===== src/rtl/ddrcf_pkg.sv =====
// ddrcf_pkg: constants, enums and carriers for the command/control front end
// assumes a single 25 MHz clock domain; all pins arrive already synchronous
package ddrcf_pkg;

  // ----------------------------------------------------------------------
  // timing
  // ----------------------------------------------------------------------
  localparam int CLK_PERIOD_NS = 40;
  localparam int REFI_EXT_NS   = 3900;
  localparam int RETAIN_EXT_MS = 32;
  // shortened refresh interval rounds down to whole cycles
  localparam int REFI_EXT_CYC  = REFI_EXT_NS / CLK_PERIOD_NS;

  // ----------------------------------------------------------------------
  // sizes and field positions
  // ----------------------------------------------------------------------
  localparam int NUM_BANKS     = 8;
  localparam int BANK_W        = 3;
  localparam int ADDR_W        = 15;
  localparam int MR_ODT_DIS    = 0;
  localparam int MR_AUTOSR_BIT = 6;
  localparam int MR_EXTSR_BIT  = 7;
  localparam int MR1_IDX       = 1;
  localparam int MR_SECOND_IDX = 2;
  localparam logic [NUM_BANKS-1:0] BANKS_IDLE = 8'h00;

  typedef enum logic [3:0] {
    DDRCF_CMD_DESEL,
    DDRCF_CMD_NOP,
    DDRCF_CMD_ACT,
    DDRCF_CMD_RD,
    DDRCF_CMD_WR,
    DDRCF_CMD_PRE,
    DDRCF_CMD_REF,
    DDRCF_CMD_MRS,
    DDRCF_CMD_ZQC
  } ddrcf_cmd_e;

  typedef enum logic [1:0] {
    DDRCF_PWR_ON,
    DDRCF_PWR_PPD,
    DDRCF_PWR_APD,
    DDRCF_PWR_SR
  } ddrcf_pwr_e;

  // command pins as presented by the controller
  typedef struct packed {
    logic              cs_n;
    logic              ras_n;
    logic              cas_n;
    logic              we_n;
    logic [BANK_W-1:0] bank;
    logic [ADDR_W-1:0] addr;
  } ddrcf_pins_s;

  // decoded command handed to the core
  typedef struct packed {
    logic              valid;
    ddrcf_cmd_e        cmd;
    logic [BANK_W-1:0] bank;
    logic [ADDR_W-1:0] addr;
  } ddrcf_dcmd_s;

endpackage


===== src/rtl/ddrcf_decode.sv =====
// ddrcf_decode: registered command decoder for the four command pins
// assumes pins are already gated by the clock-enable / buffer logic
`timescale 1ns/1ps
module ddrcf_decode import ddrcf_pkg::*; (
  // clock and reset
  input  wire logic        clk,
  input  wire logic        rst,
  // sampled pins
  input  wire logic        sample_en,
  input  wire ddrcf_pins_s pins,
  // decoded command
  output ddrcf_dcmd_s      dcmd
);

  ddrcf_dcmd_s state_q;
  ddrcf_dcmd_s state_d;

  always_comb begin
    state_d       = state_q;
    state_d.valid = 1'b0;
    state_d.cmd   = DDRCF_CMD_DESEL;
    if (sample_en) begin
      state_d.bank = pins.bank;
      state_d.addr = pins.addr;
      if (!pins.cs_n) begin
        state_d.valid = 1'b1;
        case ({pins.ras_n, pins.cas_n, pins.we_n})
          3'h7:    state_d.cmd = DDRCF_CMD_NOP;
          3'h3:    state_d.cmd = DDRCF_CMD_ACT;
          3'h5:    state_d.cmd = DDRCF_CMD_RD;
          3'h4:    state_d.cmd = DDRCF_CMD_WR;
          3'h2:    state_d.cmd = DDRCF_CMD_PRE;
          3'h1:    state_d.cmd = DDRCF_CMD_REF;
          3'h0:    state_d.cmd = DDRCF_CMD_MRS;
          3'h6:    state_d.cmd = DDRCF_CMD_ZQC;
          default: state_d.cmd = DDRCF_CMD_NOP;
        endcase
      end
    end
  end

  always_ff @(posedge clk) begin
    if (rst) begin
      state_q <= '0;
    end else begin
      state_q <= state_d;
    end
  end

  assign dcmd = state_q;
endmodule


===== src/rtl/ddrcf_front.sv =====
// ddrcf_front: command/control input front end of a 16-bit 8-bank DDR3-style device
// assumes clk is the differential-crossing clock and all pins are synchronous to it
//
// Summary of operation
// - sample address and control on clock crossing
// - clock enable high runs clocks and buffers
// - clock enable low: idle->precharge/self-refresh, open->active
// - self-refresh exit on clock enable alone
// - power-down keeps only clock, termination, enable buffers
// - self-refresh keeps only clock enable buffer
// - chip select high masks the command
// - termination enable drives all data-side terminations
// - termination ignored if disabled or self-refresh
// - command coded by four command pins
// - reset low clears state, contents lost
// - bank pins choose bank or mode register
`timescale 1ns/1ps
module ddrcf_front import ddrcf_pkg::*; #(
  parameter int REFI_CYC = REFI_EXT_CYC
) (
  // clock and reset
  input  wire logic                 clk,
  input  wire logic                 rst,
  input  wire logic                 reset_n,
  // command and control pins
  input  wire logic                 cke,
  input  wire ddrcf_pins_s          pins,
  input  wire logic                 odt,
  // configuration and environment
  input  wire logic                 hot_case,
  // power and buffer status
  output ddrcf_pwr_e                pwr_state,
  output logic                      int_clk_en,
  output logic                      cmd_buf_en,
  output logic                      ck_buf_en,
  output logic                      odt_buf_en,
  output logic                      out_drv_en,
  // termination
  output logic [15:0]               dq_term_en,
  output logic [1:0]                dqs_term_en,
  output logic [1:0]                dm_term_en,
  // decoded command and bank state
  output ddrcf_dcmd_s               cmd_out,
  output logic [NUM_BANKS-1:0]      bank_open,
  output logic                      mr_odt_off,
  output logic                      automatic_self_refresh_mode,
  output logic                      ext_temp_ok,
  output logic                      refresh_late
);

  // ----------------------------------------------------------------------
  // state
  // ----------------------------------------------------------------------
  typedef struct packed {
    ddrcf_pwr_e           pwr;
    logic                 cke_prev;
    logic [NUM_BANKS-1:0] open;
    logic                 mr1_odt_off;
    logic                 mr_second_odt_off;
    logic                 auto_sr;
    logic                 srt;
    logic [15:0]          dq_t;
    logic [1:0]           dqs_t;
    logic [1:0]           dm_t;
    logic [31:0]          refi_cnt;
    logic                 late;
    logic                 clk_on;
    logic                 cmd_buf;
    logic                 ck_buf;
    logic                 odt_buf;
    logic                 odt_off;
    logic                 ext_ok;
  } ddrcf_state_s;

  ddrcf_state_s st_q;
  ddrcf_state_s st_d;
  ddrcf_dcmd_s  dcmd;
  logic         active;
  logic         odt_live;

  // commands only sampled while clocks run and the front buffers are on
  assign active = (st_q.pwr == DDRCF_PWR_ON) && cke;

  ddrcf_decode ddrcf_decode_inst (
    .clk       (clk),
    .rst       (rst || !reset_n),
    .sample_en (active),
    .pins      (pins),
    .dcmd      (dcmd)
  );

  // termination input is listened to in power-down, never in self-refresh
  assign odt_live = odt && (st_q.pwr != DDRCF_PWR_SR)
                 && !(st_q.mr1_odt_off && st_q.mr_second_odt_off);

  // ----------------------------------------------------------------------
  // next state
  // ----------------------------------------------------------------------
  always_comb begin
    st_d          = st_q;
    st_d.cke_prev = cke;
    case (st_q.pwr)
      DDRCF_PWR_ON: begin
        if (!cke) begin
          // refresh with clock enable low and all banks idle is the self-refresh entry
          if (st_q.open != BANKS_IDLE) begin
            st_d.pwr = DDRCF_PWR_APD;
          end else if (!pins.cs_n && {pins.ras_n, pins.cas_n, pins.we_n} == 3'h1) begin
            st_d.pwr = DDRCF_PWR_SR;
          end else begin
            st_d.pwr = DDRCF_PWR_PPD;
          end
        end
      end
      DDRCF_PWR_PPD, DDRCF_PWR_APD: begin
        if (cke) begin
          st_d.pwr = DDRCF_PWR_ON;
        end
      end
      DDRCF_PWR_SR: begin
        // exit keyed on the enable level only, no command edge needed
        if (cke) begin
          st_d.pwr = DDRCF_PWR_ON;
        end
      end
      default: st_d.pwr = DDRCF_PWR_ON;
    endcase

    if (dcmd.valid) begin
      case (dcmd.cmd)
        DDRCF_CMD_ACT: st_d.open[dcmd.bank] = 1'b1;
        DDRCF_CMD_PRE: begin
          if (dcmd.addr[10]) begin
            st_d.open = BANKS_IDLE;
          end else begin
            st_d.open[dcmd.bank] = 1'b0;
          end
        end
        DDRCF_CMD_RD, DDRCF_CMD_WR: begin
          if (dcmd.addr[10]) begin
            st_d.open[dcmd.bank] = 1'b0;
          end
        end
        DDRCF_CMD_MRS: begin
          // bank pins pick the mode register being written
          if (dcmd.bank == BANK_W'(MR1_IDX)) begin
            st_d.mr1_odt_off = dcmd.addr[MR_ODT_DIS];
          end else if (dcmd.bank == BANK_W'(MR_SECOND_IDX)) begin
            st_d.mr_second_odt_off = dcmd.addr[MR_ODT_DIS];
            st_d.auto_sr           = dcmd.addr[MR_AUTOSR_BIT];
            st_d.srt               = dcmd.addr[MR_EXTSR_BIT];
          end
        end
        default: ;
      endcase
    end

    // refresh watchdog: flags a missed double-rate interval when hot
    if (dcmd.valid && dcmd.cmd == DDRCF_CMD_REF) begin
      st_d.refi_cnt = '0;
      st_d.late     = 1'b0;
    end else if (st_q.pwr == DDRCF_PWR_SR || !hot_case) begin
      st_d.refi_cnt = '0;
    end else if (st_q.refi_cnt >= 32'(REFI_CYC)) begin
      st_d.late = 1'b1;
    end else begin
      st_d.refi_cnt = st_q.refi_cnt + 32'h1;
    end

    st_d.dq_t  = {16{odt_live}};
    st_d.dqs_t = {2{odt_live}};
    st_d.dm_t  = {2{odt_live}};

    // status flops built from the next state, so they line up with it
    st_d.clk_on  = (st_d.pwr == DDRCF_PWR_ON) && cke;
    st_d.cmd_buf = (st_d.pwr == DDRCF_PWR_ON);
    st_d.ck_buf  = (st_d.pwr != DDRCF_PWR_SR);
    st_d.odt_buf = (st_d.pwr != DDRCF_PWR_SR);
    st_d.odt_off = st_d.mr1_odt_off && st_d.mr_second_odt_off;
    st_d.ext_ok  = st_d.auto_sr || st_d.srt;
  end

  always_ff @(posedge clk) begin
    // pin reset treated as a clear with the device clock; contents are dropped
    if (rst || !reset_n) begin
      st_q         <= '0;
      st_q.cmd_buf <= 1'b1;
      st_q.ck_buf  <= 1'b1;
      st_q.odt_buf <= 1'b1;
    end else begin
      st_q <= st_d;
    end
  end

  // ----------------------------------------------------------------------
  // outputs
  // ----------------------------------------------------------------------
  assign pwr_state   = st_q.pwr;
  assign int_clk_en  = st_q.clk_on;
  assign out_drv_en  = st_q.clk_on;
  assign cmd_buf_en  = st_q.cmd_buf;
  assign ck_buf_en   = st_q.ck_buf;
  assign odt_buf_en  = st_q.odt_buf;
  assign dq_term_en  = st_q.dq_t;
  assign dqs_term_en = st_q.dqs_t;
  assign dm_term_en  = st_q.dm_t;
  assign cmd_out     = dcmd;
  assign bank_open   = st_q.open;
  assign mr_odt_off  = st_q.odt_off;
  assign automatic_self_refresh_mode = st_q.auto_sr;
  assign ext_temp_ok = st_q.ext_ok;
  assign refresh_late = st_q.late;
endmodule


===== config.mk =====
export PLATFORM = sky130hd
export DESIGN_NAME = ddrcf_front
export DESIGN_NICKNAME = d
export VERILOG_FILES = /design/src/rtl/ddrcf_pkg.sv /design/src/rtl/ddrcf_decode.sv /design/src/rtl/ddrcf_front.sv
export SDC_FILE = /design/constraint.sdc
export NUM_CORES = 1
export LEC_CHECK = 0
export ABC_AREA = 1
export BUFFER_PORTS_ARGS = -buffer_cell sky130_fd_sc_hd__clkbuf_2
export CORE_MARGIN = 2
export CORE_UTILIZATION = 47
export DETAILED_ROUTE_END_ITERATION = 6
export PLACE_DENSITY_LB_ADDON = 0.15
export SLEW_MARGIN = 0
export SYNTH_ARGS = -nofsm -noshare
export SYNTH_HDL_FRONTEND = slang
export SYNTH_SLANG_ARGS = --single-unit

===== constraint.sdc =====
create_clock -name clk -period 1.5 [get_ports clk]
set_clock_uncertainty 0.2 [all_clocks]
set_input_delay 0.15 -clock clk [delete_from_list [all_inputs] [get_ports clk]]
set_output_delay 0.15 -clock clk [all_outputs]
set_load 0.02 [all_outputs]

; Word level (Yosys, flattened, before mapping)
; Memories as Yosys holds them, arrays and structs flattened.
; Index checks and enable logic that the tools add are counted.
[totals]
regBits = 77
mem_bits_ro = 32
inputBits = 28
output_inout_bits = 62
wordCells = 88
n_memories = 1
[op_classes]
addsub = 1
magnitude_cmp = 3
eq_ne = 15
mux = 16
n_bitwise = 5
n_reduce_logical = 28
[memory_table]
columns = name, words, word_bits, rd, rd_clocked_by_memory_dff, write_ports, line_no
row1 = (no name shown), 8, 4, 1, 0, 0, ddrcf_decode.sv:27  ; case ({pins.ras_n, pins.cas_n, pins.we_n})
[op_table]
columns = cell, count
row1 = 32-bit by 1-bit adder with 32-bit output (second input constant), 1
row2 = 32-bit by 7-bit greater-or-equal comparator with 1-bit output (second input constant), 1
row3 = 8-bit one-hot mux with 3 select lines, 1
row4 = 4-bit by 3-bit equality test with 1-bit output (second input constant), 4
row5 = 8-bit two-way mux, 2
row6 = 1-bit logical AND, 9
row7 = 3-bit OR reduction, 3
row8 = 8-bit bitwise AND, 1
row9 = 4-bit by 2-bit equality test with 1-bit output (second input constant), 2
row10 = 2-bit two-way mux, 4
row11 = 4-bit two-way mux, 2
row12 = 8-bit inverter, 1
row13 = 8-bit bitwise OR, 1
row14 = 8-bit nonzero test, 1
row15 = 3-bit by 1-bit equality test with 1-bit output (second input constant), 2
row16 = 3-bit two-way mux, 2
row17 = 2-bit OR reduction, 3
row18 = 5-bit two-way mux, 1
row19 = 2-bit equality test (second input constant), 2
row20 = 1-bit logical NOT, 4
row21 = 2-bit logical NOT, 2
row22 = 3-bit by 4-bit less-than comparator with 1-bit output (second input constant), 1
row23 = 2-bit != test (second input constant), 2
row24 = 2-bit one-hot mux with 2 select lines, 1
row25 = other kinds (11), 15

; Logic depth before layout (Yosys ltp)
; Gate-level depths: netlist (run 1).
[depth]
ltp_word = 8
mapped_depth = 11
mapped_depth_nobuf = 11

; Hierarchy
; A second synthesis (run 1) with hierarchy kept.
[unflattened]
hier_cells = 467
area_unflattened_um2 = 3363.2
[modules_own_cells]
columns = module, instances, cells_each, area_each_um2, seq_area_each_um2
row1 = ddrcf_front, 1, 364, 2531.2, 1061.0
row2 = ddrcf_decode, 1, 103, 832.0, 460.4

; Worst setup path after synthesis (run 1)
; OpenSTA, ideal clock, no wires.
[synth_path]
path_kind = flip-flop to flip-flop
startpoint = register ddrcf_decode_inst.state_q, in the netlist ddrcf_decode_inst.dcmd[20]
endpoint = register st_q, in the netlist ext_temp_ok
setup_time_ns = 0.123
arrival_ns = 1.274
required_ns = 1.177
setup_slack_ns = -0.097
stages_incl_launch_ff = 9
n_path_buf = 0
synth_period_minus_slack_ns = 1.597
path_cell_list = dfxtp_1 -> inv_2 -> nor2_4 -> nand2_1 -> nor3_4 -> inv_2 -> or2_0 -> nand2_1 -> nand2_1
[synth_via]
elab_chain_len = 4
[synth_lines]
columns = item, line_no
row1 = from (decl), ddrcf_decode.sv:15  ; ddrcf_dcmd_s state_q;
row2 = from (signal assigned), ddrcf_decode.sv:46  ; state_q <= state_d;
row3 = 4-bit by 3-bit equality test with 1-bit output, ddrcf_front.sv:130  ; case (dcmd.cmd)
row4 = 4-bit two-way mux, ddrcf_front.sv:130
row5 = 4-bit two-way mux, ddrcf_front.sv:129  ; if (dcmd.valid) begin
row6 = 1-bit logical OR, ddrcf_front.sv:180  ; st_d.ext_ok = st_d.auto_sr || st_d.srt;
row7 = to (signal assigned), ddrcf_front.sv:191  ; st_q <= st_d;
row8 = to (decl), ddrcf_front.sv:75  ; ddrcf_state_s st_q;
; No other way between the ends.
; A chain may end at the register's enable or synchronous reset.

; Worst setup path in the final report (run 1)
[layout_path]
startpoint = register st_q, in the netlist pwr_state[0]
endpoint = register ddrcf_decode_inst.state_q, in the netlist ddrcf_decode_inst.dcmd[2]
[layout_via]
elab_chain_len = 2
[layout_lines]
columns = item, line_no
row1 = 2-bit logical NOT, ddrcf_front.sv:82  ; assign active = (st_q.pwr == DDRCF_PWR_ON) && cke;
row2 = 1-bit logical AND, ddrcf_front.sv:82
; No other way between the ends.

==> out/metrics.yaml, run 1 <==
setup_path:
  worstPathArrival_ns: 1.69
  cp-end-kind: "register"
  worst_setup_path_start_kind: "register"
  cpMaxStageDelayCell: "dfxtp_2"
  crit_chain: "or2_4, nor2_4, clkinvlp_4, buf_6, clkbuf_16, nor2_4, nor2_1"
  worst_path_dominant_cell_family: "simple AND/OR/NAND/NOR gates"
  cp.required_ns: 1.53
  crit_top_cell: "nor2_4"
  critPathLaunch: "pwr_state[0]"
  r2r_setup_slack_ns: -0.16
  cp_num_buf_inv: 3
  crit_fanout: 6
  regToRegStartpoint: "pwr_state[0]"
  crit_type: "reg -> reg"
  critPathMaxStageDelay_ns: 0.33
sta:
  final_hold_viol_count: 0
  timing.final.crit_period_ns: 1.66
  setup_violations: 59
  fin_tns_setup_ns: -3.43
  period_share: 1.11
  fmax_ghz: 0.602
  slew_viol_final: 0
  worstMarginPinSlew_ns: 0.367
  timing.slew.headroom: 0.755
  rsz0062_at_grt: "yes"
  fin_ws_ns: -0.161
drt:
  dr.pass1.iters: 4
  routed_wl_mm: 9.24
  route.detailed.drc: 0
  drtAntennaViolNets: 0
  drtIter0Drc: 120
  wl_per_cell_um: 13.0
  vias_per_cell: 4.70
  vias: 3331
run_status:
  outcome: "finished, violations left"
  failed_checks: "setup timing"
final_layout:
  final_nets: 635
  n_antenna_cell: 0
  final_cell_mix: "89 x clkbuf_2, 71 x nand2_1, 68 x inv_1"
  final_common_cell: "clkbuf_2"
  area.growth.synth_to_final_pct: 47.7
  utilization: 0.707
  final_area_mm2: 0.00505
  drive_gt1_frac: 0.417
  fillers: 589
clocking:
  cts_buffers: 9
  h-tree-depth: 3
  worstSkewPairLatency_ns: 0.34
  clk_pin_slew_worst_paths_ns: 0.08
  cts_tree: "yes"
  clockBufferDepth: 2
  cts-root-buf: "clkbuf_8"
  cts_sinks: 76
power_and_ir_drop:
  ir_drop_mv: 0.631
  power_leakage_nw: 2.42
  power.total_mw: 4.23
  power_density_mw_per_mm2: 838
die:
  start_util: 0.479
  num_rows: 31
  ioPinCount: 90
  coreArea_mm2: 0.00714
  die_h_um: 89.3
  die_w_um: 89.3
  fp.dieArea_mm2: 0.00797
run:
  cap_viol_max_count: 0
grt:
  grt_first_pass_wirelength_mm: 12.7
  grt_usage: 0.205
  grt_max_degree: 31
  grt_pass1_vias: 2922
  antenna_found_initial: 0
  overflow: 0
synth:
  ys_seq_area_frac: 0.445
  ys_warn_count: 0
  syn_area_mm2: 0.00342
  synth.area.top_cells: "dfxtp_1 45%, nor2_1 12%, nand2_1 8.1%, inv_1 8.0%, buf_4 7.3%"
  synth_cell_types: 33
  yosysTopAreaCell: "dfxtp_1"
  syn_area_per_cell_um2: 7.21
  yosys.area.top_type_share: 0.445
  syn_nets: 505
  postSynthCellCount: 474
  ys_ff_latch: 76
place:
  portBuffers: 89
  dp_hpwl_mm: 5.24
  post_dp_cell_area_mm2: 0.00395
  place_congestion: 0.824
worst_hold_path:
  hold_class: "in -> reg"
  min_from: "rst"
## tightest hold or removal path, stage by stage
cell	delay, ns
clkbuf_2	0.08
nor2_2	0.05
o21ai_2	0.07
buf_4	0.11
o22ai_1	0.06
## per-layer routing
metal  routed length [um]  vias to the layer above  part of all wire  track usage
met5                    0                        -                 0            0
met1                 4020                     1528              0.44        0.263
li1                     -                     1664                 -            -
met4                  178                        0             0.019       0.0882
met3                  502                       18             0.054       0.0379
met2                 4540                      121              0.49        0.339
## state kept, by name, summed over array words and instances, names as in the netlist
register                     cells
bank_open                        8
refresh_late                     1
mr_odt_off                       1
odt_buf_en                       1
pwr_state                        2
int_clk_en                       1
dm_term_en                       1
cmd_buf_en                       1
ddrcf_decode_inst.dcmd          23
st_q                            35
ext_temp_ok                      1
automatic_self_refresh_mode      1
## logic make-up (layout without fill, tap and decap cells)
logic type	count (synthesis)	in the layout	share of synthesized area
DFF	76	76	0.445
adders and majority gates	3	3	0.0110
buffers and inverters	120	255	0.174
xor gates and xnor gates	3	3	0.00769
AOI/OAI and AO/OA	44	44	0.0747
and+or+nand+nor	228	228	0.288
## worst paths after layout
path / endpoint / depth (start not counted)
min reg2reg: st_q[16] / 2
max reg2reg: ddrcf_decode_inst.dcmd[2] / 7
max: ddrcf_decode_inst.dcmd[2] / 7
min: refresh_late / 5
## Yosys cell counts (all sizes together)
cell type and n:
o21bai 4, o21ai 22, clkbuf 1, nand3 29
nand4 2, xor2 3, o211ai 1, o22ai 1
nor4 1, nor2 111, nand2 77, a21oi 14
nor3 6, buf 41, a21boi 1, ha 3
or2 2, a211oi 1, dfxtp 76, inv 78
## power by group
group / switching (mW) / total (mW) / internal [mW]
Combinational: 0.312 / 0.559 / 0.247
Clock: 0.749 / 1.60 / 0.856
Sequential: 0.0231 / 2.07 / 2.04
## cell type report
cell class,instances,area (um2),area share
sequential,76,1540,0.305
multi-input combinational,278,1700,0.336
inverter,78,304,0.0602
tap,99,124,0.0245
timing repair buffer,161,1180,0.234
clock inverter,4,47.5,0.00942
clock buffer,12,155,0.0307
## metrics by stage
step                      std cells  hold WS [ns]  setup slack, ns
after CTS                       696        0.0522          -0.0644
after floorplan                 474        0.0271         0.000518
after global routing            708        0.0378           -0.181
after detailed placement        650         0.178           -0.150
after global placement          650         0.174          -0.0646
final                           708        0.0266           -0.161
## repair_timing
item                                    CTS  global route
cloned                                    0             5
gates resized for setup                  44            88
endpoints found under the setup margin   31            68
pin swaps                                 9            19
endpoints found under the hold margin    32             0
setup buffers                             5             7
hold buffers                             25             0
(Power assumes the default switching activity.)
==> run 2, diff against run 1 <==
--- a/config.mk
+++ b/config.mk
@@ -5,10 +5,9 @@
 export SDC_FILE = /design/constraint.sdc
 export NUM_CORES = 1
 export LEC_CHECK = 0
-export ABC_AREA = 1
 export BUFFER_PORTS_ARGS = -buffer_cell sky130_fd_sc_hd__clkbuf_2
 export CORE_MARGIN = 2
-export CORE_UTILIZATION = 47
+export CORE_UTILIZATION = 34
 export DETAILED_ROUTE_END_ITERATION = 6
 export PLACE_DENSITY_LB_ADDON = 0.15
 export SLEW_MARGIN = 0
==> run 2 against run 1 <==
Against the previous run: the flow still finishes with violations (setup timing); sequential power is essentially flat; fmax shrank 2.1%; non-clock buffer count grew 11; die area grew 35%; routed wire length shrank 6.3%; global-route usage shrank 4.5 points; via count shrank 12%; final area shrank 0.59%; first-iteration DRC count shrank 44%; worst hold slack gained 0.029 ns; total power is essentially flat; critical path type is now in -> reg; critical endpoint is now odt_buf_en; largest cell class unchanged.
==> out/metrics.yaml, run 2 <==
clocking:
  cts_tree: "yes"
  clockBufferDepth: 2
  h-tree-depth: 3
  cts-root-buf: "clkbuf_8"
  clk_pin_slew_worst_paths_ns: 0.08
  cts_sinks: 76
  cts_buffers: 9
  worstSkewPairLatency_ns: 0.34
drt:
  drtAntennaViolNets: 0
  dr.pass1.iters: 4
  wl_per_cell_um: 13.6
  route.detailed.drc: 0
  drtIter0Drc: 67
  vias: 2926
  routed_wl_mm: 8.65
  vias_per_cell: 4.60
place:
  post_dp_cell_area_mm2: 0.00414
  dp.cells: 587
  portBuffers: 89
  dp_hpwl_mm: 5.75
  place_congestion: 0.770
  preCtsSetupSlack_ns: -0.240
synth:
  ys_warn_count: 0
  ys_ff_latch: 76
  ys_seq_area_frac: 0.450
  syn_area_per_cell_um2: 9.34
  synth-compound-area-share: 0.0959
  synth_fa_ha_area_frac: 0.0170
  synth_edf_count: 0
  synth-simple-area-share: 0.297
  yosysMostFrequentCell: "dfxtp_1"
  synth_ff_type: "dfxtp_1"
  syn_nets: 393
  synth.area.top_cells: "dfxtp_1 45%, buf_4 7.3%, nand2_1 5.6%, and2_1 5.0%, a21oi_1 3.3%"
  ys_async_sr_fraction: 0
  synth_top_cells_by_count: "76 x dfxtp_1, 50 x nand2_1, 33 x buf_4"
  synth_cell_types: 54
  syn_area_mm2: 0.00338
  synth_top_family_by_area: "simple AND/OR/NAND/NOR gates"
  postSynthCellCount: 362
  yosysTopAreaCell: "dfxtp_1"
  muxShareOfSynthArea: 0.0267
  yosys.area.top_type_share: 0.450
  synth-xor-area-share: 0.00777
final_layout:
  final_cell_mix: "89 x clkbuf_2, 60 x dfxtp_1, 50 x nand2_1"
  seqCellArea_mm2: 0.00155
  final_nets: 529
  largest_register_ffs: 35
  n_antenna_cell: 0
  fillers: 953
  fin_cells: 636
  utilization: 0.516
  largest-register: "st_q"
  final_area_mm2: 0.00502
  drive_gt1_frac: 0.501
  final_common_cell: "clkbuf_2"
  multi_input_area_mm2: 0.00179
  area.growth.synth_to_final_pct: 48.5
power_and_ir_drop:
  power_leakage_nw: 2.18
  ir_drop_mv: 0.472
  power_density_mw_per_mm2: 844
setup_path:
  endpoint: "odt_buf_en"
  critPathLaunch: "pins[18]"
  r2r-end: "st_q[12]"
  regToRegStartpoint: "st_q[23]"
  cp.required_ns: 1.53
  worstPathArrival_ns: 1.72
  r2r_cells: 5
  crit_chain: "clkbuf_2, dlygate4sd3_1, inv_2, or4_4, a221oi_4, o21ai_1"
  critPathMaxStageDelay_ns: 0.58
  cpMaxStageDelayCell: "dlygate4sd3_1"
  worst_setup_path_start_kind: "input pin"
  cp-end-kind: "register"
  crit_type: "in -> reg"
  crit_fanout: 3
  r2r_setup_slack_ns: -0.19
sta:
  fin_ws_ns: -0.197
  final_hold_viol_count: 0
  timing.slew.headroom: 0.751
  worstMarginPinSlew_ns: 0.370
  period_share: 1.13
  fin_tns_setup_ns: -3.35
  setup_violations: 46
  slew_viol_final: 0
  rsz0062_at_grt: "yes"
  fmax_ghz: 0.589
  timing.final.crit_period_ns: 1.70
run_status:
  failed_checks: "setup timing"
  outcome: "finished, violations left"
die:
  die_h_um: 104
  ioPinCount: 90
  die_w_um: 104
  start_util: 0.347
  coreArea_mm2: 0.00973
  num_rows: 36
  fp.dieArea_mm2: 0.0108
worst_hold_path:
  hold_class: "in -> reg"
  min_from: "rst"
grt:
  grt_max_degree: 26
  overflow: 0
  grt_pass1_vias: 2864
  grt_usage: 0.160
  grt_first_pass_wirelength_mm: 14.0
  antenna_found_initial: 0
run:
  cap_viol_max_count: 0
run 2: cell count changes after synthesis, moves of 8 or more:
cell,delta
and2_1,+27
mux2i_1,+9
nor2_1,-96
nand2_1,-24
inv_1,-68
nand3_1,-10
o21ai_0,-16
a21oi_1,+8
run 2: repair_timing:
item,4_1_cts,5_1_grt
endpoints found under the hold margin,28,3
gates cloned,3,1
buffers inserted,4,4
pin swaps,4,27
hold buffers,24,1
gates resized for setup,30,50
endpoints found under the setup margin,69,75
run 2: worst max-delay path: cells and delay by family:
kind / cells / cell delay, ns
compound gates: 2 / 0.32
simple gates: 1 / 0.54
buf+inv: 3 / 0.71
run 2: stage by stage:
stage | total power, mW | hold slack, ns
floorplan | 2.31 | 0.0717
global placement | 2.43 | 0.173
detailed placement | 2.43 | 0.181
CTS | 4.28 | 0.0441
global route | 4.43 | 0.0912
finish | 4.24 | 0.0554
run 2: area by class of cell:
class	instances	area share
multi-input combinational	231	0.357
sequential	76	0.310
timing repair buffer	172	0.250
tap	133	0.0332
clock buffer	9	0.0247
clock inverter	7	0.0197
inverter	8	0.00599
run 2: logic make-up after synthesis:
family                   Yosys count
AND/OR/NAND/NOR                  167
flip-flops                        76
buffers and inverters             55
AO/OA/AOI/OAI                     47
multiplexers                       9
adder cells (fa/ha/maj)            5
XOR/XNOR                           3
run 2: worst min-delay path by stage:
stage	endpoint	slack, ns	cells after the start
after global placement	ddrcf_decode_inst.dcmd[12]	0.17	3
after floorplan	int_clk_en	0.07	1
after CTS	ddrcf_decode_inst.dcmd[22]	0.04	4
final	ddrcf_decode_inst.dcmd[22]	0.06	4
after detailed placement	ddrcf_decode_inst.dcmd[13]	0.18	3
after global routing	ddrcf_decode_inst.dcmd[22]	0.09	4
run 2: layer usage:
metal / routed length [um] / up-vias / share of wire / track usage
li1: - / 1507 / - / -
met1: 4040 / 1353 / 0.47 / 0.208
met2: 4180 / 59 / 0.48 / 0.262
met3: 340 / 7 / 0.039 / 0.0346
met4: 95 / 0 / 0.011 / 0.0579
met5: 0 / - / 0 / 0
run 2: report_power, final:
| group | total [mW] | leakage, nW | internal [mW] | switching [mW] |
|---|---|---|---|---|
| sequential | 2.06 | 0.624 | 2.03 | 0.0249 |
| clock | 1.76 | 0.110 | 0.949 | 0.808 |
| combinational | 0.420 | 1.44 | 0.202 | 0.218 |
